==> src/hdl/ivp_pkg.sv <==
// Constants, types and vector table map of the interrupt vector priority block
package ivp_pkg;

  // ****************************************
  // Vector table geometry
  // ****************************************
  localparam int          NUM_VEC      = 83;
  localparam int          VEC_W        = 7;
  localparam int          FETCH_W      = 21;
  localparam int          BASE_W       = 13;
  localparam int          BASE_SHIFT   = 8;
  localparam int          LVL_REGS     = 6;
  localparam int          FLD_PER_REG  = 16;
  localparam logic [12:0] BASE_RST     = 13'h0000;
  localparam logic [12:0] OVERLAY_BASE = 13'h0200;

  // ****************************************
  // Internal priority ranks, higher wins
  // ****************************************
  localparam logic [2:0] RANK_NONE = 3'h0;
  localparam logic [2:0] RANK_LP   = 3'h1;
  localparam logic [2:0] RANK_L0   = 3'h2;
  localparam logic [2:0] RANK_L1   = 3'h3;
  localparam logic [2:0] RANK_L2   = 3'h4;
  localparam logic [2:0] RANK_L3   = 3'h5;

  // ****************************************
  // Register byte offsets
  // ****************************************
  localparam logic [7:0] OFF_BASE  = 8'h00;
  localparam logic [7:0] OFF_PEND0 = 8'h04;
  localparam logic [7:0] OFF_PEND1 = 8'h08;
  localparam logic [7:0] OFF_PEND2 = 8'h0c;
  localparam logic [7:0] OFF_WIN   = 8'h10;
  localparam logic [7:0] OFF_STAT  = 8'h14;
  localparam logic [7:0] OFF_MASK  = 8'h18;
  localparam logic [7:0] OFF_LVL0  = 8'h20;
  localparam logic [7:0] OFF_LVL_E = 8'h38;

  // ****************************************
  // Status bit positions and reset values
  // ****************************************
  localparam int         STAT_W       = 2;
  localparam int         STAT_ACK     = 0;
  localparam int         STAT_TOP     = 1;
  localparam logic [1:0] MASK_RST     = 2'h0;

  typedef enum logic [2:0] {
    KIND_RSVD = 3'b000,
    KIND_L3   = 3'b001,
    KIND_L2   = 3'b010,
    KIND_L1   = 3'b011,
    KIND_L0   = 3'b100,
    KIND_LP   = 3'b101,
    KIND_P13  = 3'b110,
    KIND_P02  = 3'b111
  } ivp_kind_t;

  // Kind of each vector slot
  function automatic ivp_kind_t ivp_vec_kind(input int v);
    case (v)
      2, 3, 4, 5:          return KIND_L3;
      6, 7, 9, 10, 11:     return KIND_P13;
      14:                  return KIND_L2;
      15:                  return KIND_L1;
      16:                  return KIND_L0;
      81:                  return KIND_LP;
      17, 20, 21, 22, 23, 24, 26, 27, 28, 29, 33, 34, 35, 38, 39, 40,
      41, 42, 43, 45, 46, 49, 50, 56, 57, 58, 59, 64, 65, 66, 67, 68,
      69, 71, 72, 74, 76, 78, 80, 82:
                           return KIND_P02;
      default:             return KIND_RSVD;
    endcase
  endfunction : ivp_vec_kind

endpackage : ivp_pkg

==> src/hdl/ivp_top.sv <==
// Prioritised interrupt vectoring with APB register access
//
// Summary of operation
// - Higher priority level always wins over every lower level.
// - Within one level the smallest vector number wins.
// - Fetch address is programmable vector base plus entry offset.
// - Each entry is two words; offset is twice the vector number.
// - Base value 0x0200 overlays entries 0 and 1 on reset addresses.
// - Core exceptions sit at fixed level 3 on vectors 2 to 5.
// - Debug sources on vectors 6,7,9,10,11 take levels 1 to 3.
// - External request and peripherals take levels 0 to 2.
// - Supply monitor on vector 20, clock synthesiser on vector 21.
// - Flash controller requests on vectors 22, 23 and 24.
// - CAN bus-off 26, error 27, wake-up 28, buffers 29.
// - Second SPI on vectors 38 and 39, first SPI on 40 and 41.
// - Second serial on 42,43,45,46; first serial on 68,69,71,72.
// - Quadrature decoder home/watchdog on 49, index on 50.
// - Converter complete on 74, zero crossing or limit on 76.
`timescale 1ns/1ps

module ivp_top
  import ivp_pkg::*;
#(
  parameter int P_ADDR_W = 8
) (
  // Clock and reset
  input  wire logic                      i_ref_clk,
  input  wire logic                      i_sys_rst,
  // APB slave
  input  wire logic                      i_psel,
  input  wire logic                      i_penable,
  input  wire logic                      i_pwrite,
  input  wire logic [P_ADDR_W-1:0]       i_paddr,
  input  wire logic [31:0]               i_pwdata,
  output logic      [31:0]               o_prdata,
  output logic                           o_pready,
  output logic                           o_pslverr,
  // Core exception, debug, software and external request sources
  input  wire logic [3:0]                i_core_exc,
  input  wire logic [4:0]                i_debug_req,
  input  wire logic [3:0]                i_soft_irq,
  input  wire logic                      i_external_interrupt_request,
  // Peripheral sources
  input  wire logic                      i_supply_voltage_monitor,
  input  wire logic                      i_clock_synth,
  input  wire logic [2:0]                i_flash_controller,
  input  wire logic [3:0]                i_can_unit,
  input  wire logic                      i_port_three_pins,
  input  wire logic                      i_port_two_pins,
  input  wire logic                      i_port_one_pins,
  input  wire logic [1:0]                i_second_spi_unit,
  input  wire logic [1:0]                i_first_spi_unit,
  input  wire logic [3:0]                i_second_serial_unit,
  input  wire logic [3:0]                i_first_serial_unit,
  input  wire logic [1:0]                i_quadrature_decoder,
  input  wire logic [3:0]                i_timer_group_two,
  input  wire logic [3:0]                i_timer_group_one,
  input  wire logic [1:0]                i_converter_unit,
  input  wire logic [1:0]                i_pwm_unit,
  input  wire logic                      i_spare_req,
  // Core side
  input  wire logic                      i_core_ack,
  output logic                           o_irq_valid,
  output logic      [ivp_pkg::VEC_W-1:0] o_irq_vector,
  output logic      [2:0]                o_irq_rank,
  output logic      [ivp_pkg::FETCH_W-1:0] o_fetch_addr,
  output logic                           o_reset_overlay,
  // Interrupt to system
  output logic                           o_int
);
  import ivp_pkg::*;

  // ****************************************
  // Parameter check
  // ****************************************
  if (P_ADDR_W < 6 || P_ADDR_W > 32) begin : g_bad_addr
    $error("P_ADDR_W must lie between 6 and 32");
  end

  // ****************************************
  // Declarations
  // ****************************************
  localparam int PEND_W = 32 * 3;
  localparam int LVL_W  = 32 * LVL_REGS;

  logic [BASE_W-1:0]  vector_table_base_r;
  logic [31:0]        level_r [LVL_REGS];
  logic [STAT_W-1:0]  stat_r;
  logic [STAT_W-1:0]  mask_r;
  logic [STAT_W-1:0]  stat_set;
  logic [STAT_W-1:0]  stat_clr;
  logic [NUM_VEC-1:0] req_w;
  logic [PEND_W-1:0]  pend_w;
  logic [LVL_W-1:0]   prog_mask;
  logic [2:0]         rank_w [NUM_VEC];
  logic [2:0]         best_rank;
  logic [VEC_W-1:0]   best_vec;
  logic [FETCH_W-1:0] fetch_nxt;
  logic               acc_phase;
  logic               wr_fire;
  logic [31:0]        rd_data;
  logic               rd_hit;
  logic               lvl_hit;
  logic [7:0]         off;
  logic [7:0]         lvl_off;
  logic [2:0]         lvl_idx;

  // ****************************************
  // Geometry checks
  // ****************************************
  if (FETCH_W != BASE_W + BASE_SHIFT) begin : g_bad_fetch
    $error("FETCH_W must equal BASE_W plus BASE_SHIFT");
  end
  if (BASE_SHIFT < VEC_W + 1) begin : g_bad_shift
    $error("Entry offsets must fit below the shifted base");
  end
  if (NUM_VEC > 2 ** VEC_W) begin : g_bad_vec_w
    $error("NUM_VEC exceeds the vector number width");
  end
  if (NUM_VEC < 83) begin : g_bad_vec_n
    $error("Request map needs vectors up to 82");
  end
  if (NUM_VEC > PEND_W) begin : g_bad_pend
    $error("Pending words too few for NUM_VEC");
  end
  if (2 * NUM_VEC > LVL_W) begin : g_bad_lvl
    $error("Level registers too few for NUM_VEC");
  end
  if (LVL_REGS > 8) begin : g_bad_regs
    $error("Level register index is three bits wide");
  end
  if (OFF_LVL_E != OFF_LVL0 + 8'(4 * LVL_REGS)) begin : g_bad_lvl_end
    $error("Level window end disagrees with LVL_REGS");
  end
  if (STAT_ACK >= STAT_W || STAT_TOP >= STAT_W) begin : g_bad_stat
    $error("Status bit positions exceed STAT_W");
  end
  if (2 * FLD_PER_REG != 32) begin : g_bad_fld
    $error("Level fields must fill one 32-bit word");
  end

  // ****************************************
  // Request vector assembly
  // ****************************************
  always_comb begin
    req_w       = '0;
    req_w[5:2]  = i_core_exc;
    req_w[7:6]  = i_debug_req[1:0];
    req_w[11:9] = i_debug_req[4:2];
    req_w[16:14] = i_soft_irq[2:0];
    req_w[81]   = i_soft_irq[3];
    req_w[17]   = i_external_interrupt_request;
    req_w[20]   = i_supply_voltage_monitor;
    req_w[21]   = i_clock_synth;
    req_w[24:22] = i_flash_controller;
    req_w[29:26] = i_can_unit;
    req_w[33]   = i_port_three_pins;
    req_w[34]   = i_port_two_pins;
    req_w[35]   = i_port_one_pins;
    req_w[39:38] = i_second_spi_unit;
    req_w[41:40] = i_first_spi_unit;
    req_w[43:42] = i_second_serial_unit[1:0];
    req_w[46:45] = i_second_serial_unit[3:2];
    req_w[69:68] = i_first_serial_unit[1:0];
    req_w[72:71] = i_first_serial_unit[3:2];
    req_w[50:49] = i_quadrature_decoder;
    req_w[59:56] = i_timer_group_two;
    req_w[67:64] = i_timer_group_one;
    req_w[74]   = i_converter_unit[0];
    req_w[76]   = i_converter_unit[1];
    req_w[78]   = i_pwm_unit[0];
    req_w[80]   = i_pwm_unit[1];
    req_w[82]   = i_spare_req;
  end

  // ****************************************
  // Per-vector rank
  // ****************************************
  for (genvar v = 0; v < NUM_VEC; v++) begin : g_vec
    localparam ivp_kind_t KIND = ivp_vec_kind(v);
    logic [1:0] fld;
    logic [2:0] base_rank;

    assign fld = level_r[v / FLD_PER_REG][2 * (v % FLD_PER_REG) +: 2];

    if (KIND == KIND_P13) begin : g_p13
      assign base_rank = (fld == 2'h0) ? RANK_NONE
                                       : 3'(fld) + RANK_L0;
      assign prog_mask[2*v +: 2] = 2'h3;
    end else if (KIND == KIND_P02) begin : g_p02
      assign base_rank = (fld == 2'h0) ? RANK_NONE
                                       : 3'(fld) + RANK_LP;
      assign prog_mask[2*v +: 2] = 2'h3;
    end else begin : g_fixed
      assign prog_mask[2*v +: 2] = 2'h0;
      if (KIND == KIND_L3) begin : g_l3
        assign base_rank = RANK_L3;
      end else if (KIND == KIND_L2) begin : g_l2
        assign base_rank = RANK_L2;
      end else if (KIND == KIND_L1) begin : g_l1
        assign base_rank = RANK_L1;
      end else if (KIND == KIND_L0) begin : g_l0
        assign base_rank = RANK_L0;
      end else if (KIND == KIND_LP) begin : g_lp
        assign base_rank = RANK_LP;
      end else begin : g_rsvd
        assign base_rank = RANK_NONE;
      end
    end

    assign rank_w[v] = req_w[v] ? base_rank : RANK_NONE;
    assign pend_w[v] = req_w[v] && (base_rank != RANK_NONE);
  end

  assign pend_w[PEND_W-1:NUM_VEC]   = '0;
  assign prog_mask[LVL_W-1:2*NUM_VEC] = '0;

  // ****************************************
  // Winner selection
  // ****************************************
  // Scan from the top so that an equal rank at a lower vector replaces
  always_comb begin
    best_rank = RANK_NONE;
    best_vec  = '0;
    for (int v = NUM_VEC - 1; v >= 0; v--) begin
      if (rank_w[v] != RANK_NONE && rank_w[v] >= best_rank) begin
        best_rank = rank_w[v];
        best_vec  = VEC_W'(v);
      end
    end
  end

  // Two program words per entry, placed above the base
  assign fetch_nxt = {vector_table_base_r, {BASE_SHIFT{1'b0}}}
                   + {{(FETCH_W-VEC_W-1){1'b0}}, best_vec, 1'b0};

  always_ff @(posedge i_ref_clk) begin
    if (i_sys_rst) begin
      o_irq_valid  <= 1'b0;
      o_irq_vector <= '0;
      o_irq_rank   <= RANK_NONE;
      o_fetch_addr <= '0;
    end else begin
      o_irq_valid  <= (best_rank != RANK_NONE);
      o_irq_vector <= best_vec;
      o_irq_rank   <= best_rank;
      o_fetch_addr <= fetch_nxt;
    end
  end

  always_ff @(posedge i_ref_clk) begin
    if (i_sys_rst) begin
      o_reset_overlay <= 1'b0;
    end else begin
      o_reset_overlay <= (vector_table_base_r == OVERLAY_BASE);
    end
  end

  // ****************************************
  // APB handshake and decode
  // ****************************************
  assign acc_phase = i_psel && i_penable;
  assign wr_fire   = acc_phase && o_pready && i_pwrite;
  assign off       = 8'(i_paddr);
  assign lvl_off   = off - OFF_LVL0;
  assign lvl_idx   = lvl_off[4:2];
  assign lvl_hit   = (off >= OFF_LVL0) && (off < OFF_LVL_E)
                   && (off[1:0] == 2'h0);

  always_comb begin
    rd_data = '0;
    rd_hit  = 1'b1;
    if (P_ADDR_W > 8 && (i_paddr >> 8) != '0) begin
      rd_hit = 1'b0;
    end else if (lvl_hit) begin
      rd_data = level_r[lvl_idx] & prog_mask[32*lvl_idx +: 32];
    end else begin
      unique case (off)
        OFF_BASE:  rd_data = {{(32-BASE_W){1'b0}}, vector_table_base_r};
        OFF_PEND0: rd_data = pend_w[31:0];
        OFF_PEND1: rd_data = pend_w[63:32];
        OFF_PEND2: rd_data = pend_w[95:64];
        OFF_WIN:   rd_data = {21'h0, o_irq_valid, o_irq_rank,
                              o_irq_vector};
        OFF_STAT:  rd_data = {{(32-STAT_W){1'b0}}, stat_r};
        OFF_MASK:  rd_data = {{(32-STAT_W){1'b0}}, mask_r};
        default:   rd_hit  = 1'b0;
      endcase
    end
  end

  // One wait state: pready rises in the second access cycle
  always_ff @(posedge i_ref_clk) begin
    if (i_sys_rst) begin
      o_pready  <= 1'b0;
      o_prdata  <= '0;
      o_pslverr <= 1'b0;
    end else if (acc_phase && !o_pready) begin
      o_pready  <= 1'b1;
      o_prdata  <= (rd_hit && !i_pwrite) ? rd_data : 32'h0;
      o_pslverr <= !rd_hit;
    end else begin
      o_pready  <= 1'b0;
      o_prdata  <= '0;
      o_pslverr <= 1'b0;
    end
  end

  // ****************************************
  // Writable registers
  // ****************************************
  always_ff @(posedge i_ref_clk) begin
    if (i_sys_rst) begin
      vector_table_base_r <= BASE_RST;
    end else if (wr_fire && rd_hit && off == OFF_BASE) begin
      vector_table_base_r <= i_pwdata[BASE_W-1:0];
    end
  end

  always_ff @(posedge i_ref_clk) begin
    if (i_sys_rst) begin
      for (int i = 0; i < LVL_REGS; i++) begin
        level_r[i] <= '0;
      end
    end else if (wr_fire && rd_hit && lvl_hit) begin
      level_r[lvl_idx] <= i_pwdata & prog_mask[32*lvl_idx +: 32];
    end
  end

  always_ff @(posedge i_ref_clk) begin
    if (i_sys_rst) begin
      mask_r <= MASK_RST;
    end else if (wr_fire && rd_hit && off == OFF_MASK) begin
      mask_r <= i_pwdata[STAT_W-1:0];
    end
  end

  // ****************************************
  // Sticky status and interrupt
  // ****************************************
  always_comb begin
    stat_set           = '0;
    stat_set[STAT_ACK] = i_core_ack && o_irq_valid;
    stat_set[STAT_TOP] = (best_rank == RANK_L3) && (o_irq_rank != RANK_L3);
    stat_clr           = '0;
    if (wr_fire && rd_hit && off == OFF_STAT) begin
      stat_clr = i_pwdata[STAT_W-1:0];
    end
  end

  // Set beats a same-cycle clear
  always_ff @(posedge i_ref_clk) begin
    if (i_sys_rst) begin
      stat_r <= '0;
    end else begin
      stat_r <= (stat_r & ~stat_clr) | stat_set;
    end
  end

  always_ff @(posedge i_ref_clk) begin
    if (i_sys_rst) begin
      o_int <= 1'b0;
    end else begin
      o_int <= |(stat_r & mask_r);
    end
  end

endmodule : ivp_top

==> config.mk <==
export PLATFORM = sky130hd
export DESIGN_NAME = ivp_top
export DESIGN_NICKNAME = d
export VERILOG_FILES = /design/src/hdl/ivp_pkg.sv /design/src/hdl/ivp_top.sv
export SDC_FILE = /design/constraint.sdc
export NUM_CORES = 1
export LEC_CHECK = 0
export ABC_AREA = 1
export BUFFER_PORTS_ARGS = -buffer_cell sky130_fd_sc_hd__buf_2
export CORE_MARGIN = 4
export CORE_UTILIZATION = 40
export CTS_CLUSTER_DIAMETER = 150
export CTS_CLUSTER_SIZE = 20
export DETAILED_ROUTE_END_ITERATION = 10
export GPL_TIMING_DRIVEN = 0
export PLACE_DENSITY = 0.57
export SLEW_MARGIN = 30
export SYNTH_ARGS = -nofsm -noshare
export SYNTH_HDL_FRONTEND = slang
export SYNTH_SLANG_ARGS = --single-unit
==> constraint.sdc <==
create_clock -name i_ref_clk -period 53 [get_ports i_ref_clk]
set_clock_uncertainty 0.1 [all_clocks]
set_input_delay 2.65 -clock i_ref_clk [delete_from_list [all_inputs] [get_ports i_ref_clk]]
set_output_delay 2.65 -clock i_ref_clk [all_outputs]
set_load 0.05 [all_outputs]
==> out/qor.txt, run 1 <==
initial antenna violation count: 3
flops & latches, synth: 279
WL/cell: 22.41 microns
slowest stage cell, crit path: o21ai_0
Hold Path Stages: 1
worst reg-to-reg setup slack: 5.32 ns
GRT Util Overall: 27.31%
ys async rst share: 0%
Crit path arrival time: 49.50 ns
CP Capture Type: register
Critical R2R Launch: level_r[5][4]
max-cap viol count: 0
worst hold path type: reg -> reg
first-pass GRT wire length: 115300 microns
via count: 19680
min-delay src: o_pready
die area: 0.05532 sq mm
Die Wd: 235.2 microns
Slew Limit Fails: 0
DRT Pass-1 Iters: 5
met2 wire len: 37170 microns
min cycle time layout: 49.17 ns
met3 routed WL: 7171 microns
TritonCTS clock tree: yes
final hold vios: 0
RD Place Congestion: 1.012
remaining global-route overflow: 0
NumNets Final: 3262
area of the multi-input gates: 0.01172 sq mm
Crit Reg-Reg Endpoint: o_irq_vector[3]
Seq. cell area: 0.007627 sq mm
drt initial violations: 1928
R2R depth: 434
Detailed Place HPWL: 64490 microns
ANT nets after route: 0
Critical Path Most Common Cell: nand2_1
# port buffers: 161
P&R area growth vs syn: 14.54%
setup tns final: 0 ns
synthesized area: 0.02065 sq mm
clock latency on the worst-skew pair: 0.53 ns
Residual DRC: 0
top cells by area, synth: edfxtp_1, ha_1, nand2_1
outcome: completed
top sig layer: met5
worst setup path endpoint: o_irq_vector[3]
final wirelength: 80900 microns
Clock transition at path regs: 0.08 ns
count leader, synth: nand2_1
Setup-failing EPs final: 0
Main synth FF type: edfxtp_1
Final Cycle Share: 92.77%
CTS Sinks: 279
Synth top cells by count: nand2_1, inv_1, nor2_1
Post-synth EDFFs: 204
Mapped Avg Cell Area: 7.724 sq um
Initial Util: 40.82%
Synth area leader: edfxtp_1
vias in the first global route: 18650
pin count of the biggest net entering global routing: 23
row count: 82
Mapped Cells: 2673
crit path launch: i_spare_req
TritonCTS buffer count: 17
wire length on met1: 32650 microns
Worst setup SP type: primary input
CP Class: in -> reg
die height: 235.2 microns
H-Tree Depth: 1
core box area: 0.05058 sq mm
Slew Limit Headroom: 29.37%
n_diodes: 0
Clock Tree Root: clkbuf_16
placed cell count: 3552
CP Data Required Time: 53.34 ns
post-route insts no fill: 3609
Yosys Warn Count: 0
Worst path max stage delay: 0.34 ns
Fillers: 5104
Via density: 5.454
# IOs: 167
peak fanout along the critical path: 8
Yosys cell types: 49
layout cells sized above 1: 15.90%
clock buffer depth: 3
top cell type's share of synthesized area: 29.67%
Max Fclk: 20.34 MHz
register area share after synthesis: 36.94%
Worst-Margin Slew: 1.059 ns
Post-CTS Hold Buffers: 0
## cells in the final DEF (no fill, tap or decap), drive strengths merged
cell type	n
a21oi	117
a2bb2oi	1
clkbuf	92
inv	401
nand3b	23
ha	236
nand4	15
clkinv	4
o311ai	2
a31oi	11
nor3b	9
o221ai	5
o2111ai	4
a32oi	1
o21ai	235
or2	4
dfxtp	75
a31o	1
a2111oi	1
o21a	42
and3	1
a41oi	7
a221oi	2
nor2	269
edfxtp	204
buf	207
nand3	179
nor3	51
o211ai	15
o32ai	3
mux2i	1
a32o	2
o22ai	9
a211oi	3
nor4	3
nand2	655
a311oi	2
nor4b	1
conb	43
o31ai	1
## kinds of logic after synthesis
| family | after synthesis | synth area share, % |
|---|---|---|
| other | 1 | 0.01816 |
| AO/OA/AOI/OAI | 464 | 12.72 |
| adder cells (fa/ha/maj) | 236 | 14.30 |
| flip-flops | 279 | 36.94 |
| buffers and inverters | 482 | 8.981 |
| AND/OR/NAND/NOR | 1210 | 26.99 |
| multiplexers | 1 | 0.04848 |
## worst min-delay path by stage
stage	to	slack [ns]
4_1_cts	o_pready	0.37
3_5_place_dp	o_pready	0.35
2_1_floorplan	o_fetch_addr[17]	0.33
5_1_grt	o_pready	0.40
6_report	o_pready	0.37
3_3_place_gp	o_pready	0.34
## repair_timing
item / CTS / global route
pin swaps: 0 / 35
resized for setup: 9 / 117
endpoints found under the hold margin: 0 / 0
setup endpoints to repair: 11 / 12
buffers inserted: 0 / 27
## worst max-delay path: cells and delay by family
kind                       cells  cell delay (ns)
buffers and inverters         55             3.05
AOI/OAI and AO/OA             91            12.36
adders and majority gates     50            12.82
and+or+nand+nor              237            18.29
## metrics by stage
stage | utilization, % | hold WS, ns | setup WS, ns | cell area [sq um]
6_report | 46.76 | 0.3653 | 3.833 | 23650
5_1_grt | 46.76 | 0.4000 | -0.3618 | 23650
4_1_cts | 45.58 | 0.3650 | 0.05094 | 23060
3_5_place_dp | 44.63 | 0.3481 | -0.9986 | 22570
3_3_place_gp | 44.39 | 0.3445 | 0.3674 | 22450
2_1_floorplan | - | 0.3332 | 6.075 | 20810
## per-layer routing
metal	vias to the layer above	track usage [%]
li1	9289	-
met1	9324	35.62
met2	868	45.39
met3	201	4.545
met4	2	10.81
met5	-	0
## state kept, by name, indices dropped and copies added, names as in the netlist
register,count
level_r,204
o_prdata,30
o_fetch_addr,14
vector_table_base_r,13
o_irq_vector,6
o_irq_rank,3
mask_r,2
stat_r,2
o_int,1
o_irq_valid,1
o_pready,1
o_pslverr,1
o_reset_overlay,1
## final cells by class
type / count / share of cell area [%]
Timing Repair Buffer: 193 / 4.777
Clock inverter: 1 / 0.03703
Clock buffer: 28 / 1.979
Tap cell: 672 / 3.555
Buffer: 78 / 1.428
Multi-Input combinational cell: 1954 / 49.55
Inverter: 404 / 6.423
Sequential cell: 279 / 32.25
Power of run 1 is left out: the tool's default activity adds up to more than one toggle a clock period on the data nets, which glitch-free logic cannot reach.
==> run 2, diff against run 1 <==
--- a/config.mk
+++ b/config.mk
@@ -13,7 +13,6 @@
 export CTS_CLUSTER_SIZE = 20
 export DETAILED_ROUTE_END_ITERATION = 10
 export GPL_TIMING_DRIVEN = 0
-export PLACE_DENSITY = 0.57
 export SLEW_MARGIN = 30
 export SYNTH_ARGS = -nofsm -noshare
 export SYNTH_HDL_FRONTEND = slang
==> run 2 against run 1 <==
Die area unchanged. Final cell count up 0.25%. Global-route usage grew 0.055 points. Worst setup slack improved by 0.35 ns. Worst hold slack better by 0.012 ns. Critical path type unchanged. Utilization rose by 0.11 points. Register-to-register slack improved by 0.37 ns. Routed wire length fell by 1.0%.
==> out/qor.txt, run 2 (synthesized netlist as in run 1, its figures left out) <==
Post-CTS Hold Buffers: 0
Detailed Place HPWL: 64280 microns
CP Capture Type: register
vias in the first global route: 18680
remaining global-route overflow: 0
die area: 0.05532 sq mm
Slew Limit Headroom: 26.10%
most frequent cells in the layout: nand2_1, inv_1, nor2_1
Top reg by flops: level_r
area of the multi-input gates: 0.01173 sq mm
Worst path max stage delay: 0.34 ns
Max Fclk: 20.48 MHz
# IOs: 167
max reg flops: 204
TritonCTS clock tree: yes
setup slack at placement: -0.8259 ns
Setup-failing EPs final: 0
CP Class: in -> reg
NumNets Final: 3270
crit-path leading delay family: simple AND/OR/NAND/NOR gates
Largest regs: level_r x204, o_prdata x30, o_fetch_addr x14
RD Place Congestion: 0.9517
Worst-Margin Slew: 1.108 ns
Critical Path Most Common Cell: nand2_1
WL/cell: 22.13 microns
max-cap viol count: 0
Final Util: 46.87%
CP Data Required Time: 53.32 ns
GRT Util Overall: 27.37%
peak fanout along the critical path: 8
layout cells sized above 1: 16.16%
core box area: 0.05058 sq mm
Initial Util: 40.82%
P&R area growth vs syn: 14.81%
DRT Pass-1 Iters: 7
Die Wd: 235.2 microns
min cycle time layout: 48.82 ns
TritonCTS buffer count: 17
CP bufs+invs: 55
H-Tree Depth: 1
clock latency on the worst-skew pair: 0.54 ns
final wirelength: 80070 microns
slowest stage cell, crit path: ha_1
final hold vios: 0
Residual DRC: 0
Worst setup SP type: primary input
Clock transition at path regs: 0.08 ns
initial antenna violation count: 1
pin count of the biggest net entering global routing: 23
final worst setup slack: 4.180 ns
CTS Sinks: 279
Slew Limit Fails: 0
Final Cycle Share: 92.11%
Crit path arrival time: 49.14 ns
die height: 235.2 microns
Via density: 5.456
commonest non-fill, non-tap cell in the layout: nand2_1
via count: 19740
ANT nets after route: 0
Clock Tree Root: clkbuf_16
outcome: completed
# port buffers: 161
first-pass GRT wire length: 115100 microns
worst hold path type: reg -> reg
drt initial violations: 1975
clock buffer depth: 3
row count: 82
Fillers: 5086
Seq. cell area: 0.007627 sq mm
[run 2: changes by cell type in the layout (fill, tap and decap cells not counted), moves of 2 or more]
cell,before,now
buf_16,4,1
buf_4,38,47
buf_8,0,2
nand2_1,512,510
nand2_4,41,44
o21ai_0,191,188
o21ai_1,8,11
[run 2: worst register-to-register path: cells and delay by family, from the launching register on]
family | cells | cell delay, ns
compound gates | 92 | 12.33
fa+ha+maj | 51 | 13.29
buf+inv | 54 | 3.14
flops | 1 | 0.52
simple gates | 232 | 17.69
[run 2: path summary, 6_finish.rpt]
kind / start / end / slack (ns) / depth (start not counted)
setup / recovery: i_spare_req / o_fetch_addr[7] / 4.18 / 429
hold / removal: o_pready / o_pready / 0.38 / 1
setup reg to reg: level_r[5][5] / o_fetch_addr[7] / 5.69 / 429
hold reg to reg: o_pready / o_pready / 0.38 / 1
[run 2: final cells by class]
| type | instances | area share [%] |
|---|---|---|
| repair buffers | 201 | 4.866 |
| plain buffers | 78 | 1.425 |
| inverters | 404 | 6.418 |
| clock buffers | 27 | 1.953 |
| diodes | 1 | 0.01056 |
| flip-flops and latches | 279 | 32.18 |
| well taps | 672 | 3.547 |
| clock inverters | 2 | 0.1108 |
| multi-input cells | 1954 | 49.49 |
[run 2: metal layers]
layer	vias to the layer above	GRT usage, %	routed length [microns]
li1	9310	-	-
met3	176	5.494	7499
met2	889	45.41	36930
met4	2	9.882	3589
met5	-	0	14
met1	9364	35.55	32030
[run 2: stage by stage]
stage                     hold WS (ns)  area [sq um]  setup TNS [ns]  instances
after floorplan                 0.3332         20810               0       2715
after global placement          0.3423         22450               0       3548
after detailed placement        0.3515         22540          -8.702       3552
after CTS                       0.3693         23030               0       3581
after global routing            0.4032         23700          -2.730       3617
final                           0.3774         23710               0       3618
[run 2: timing repair]
| action | 4_1_cts | 5_1_grt |
|---|---|---|
| endpoints found under the setup margin | 11 | 12 |
| buffers inserted | 0 | 36 |
| cloned | 0 | 0 |
| gates resized for setup | 6 | 128 |
| pin swaps | 0 | 42 |
Power of run 2 is left out for the same reason.
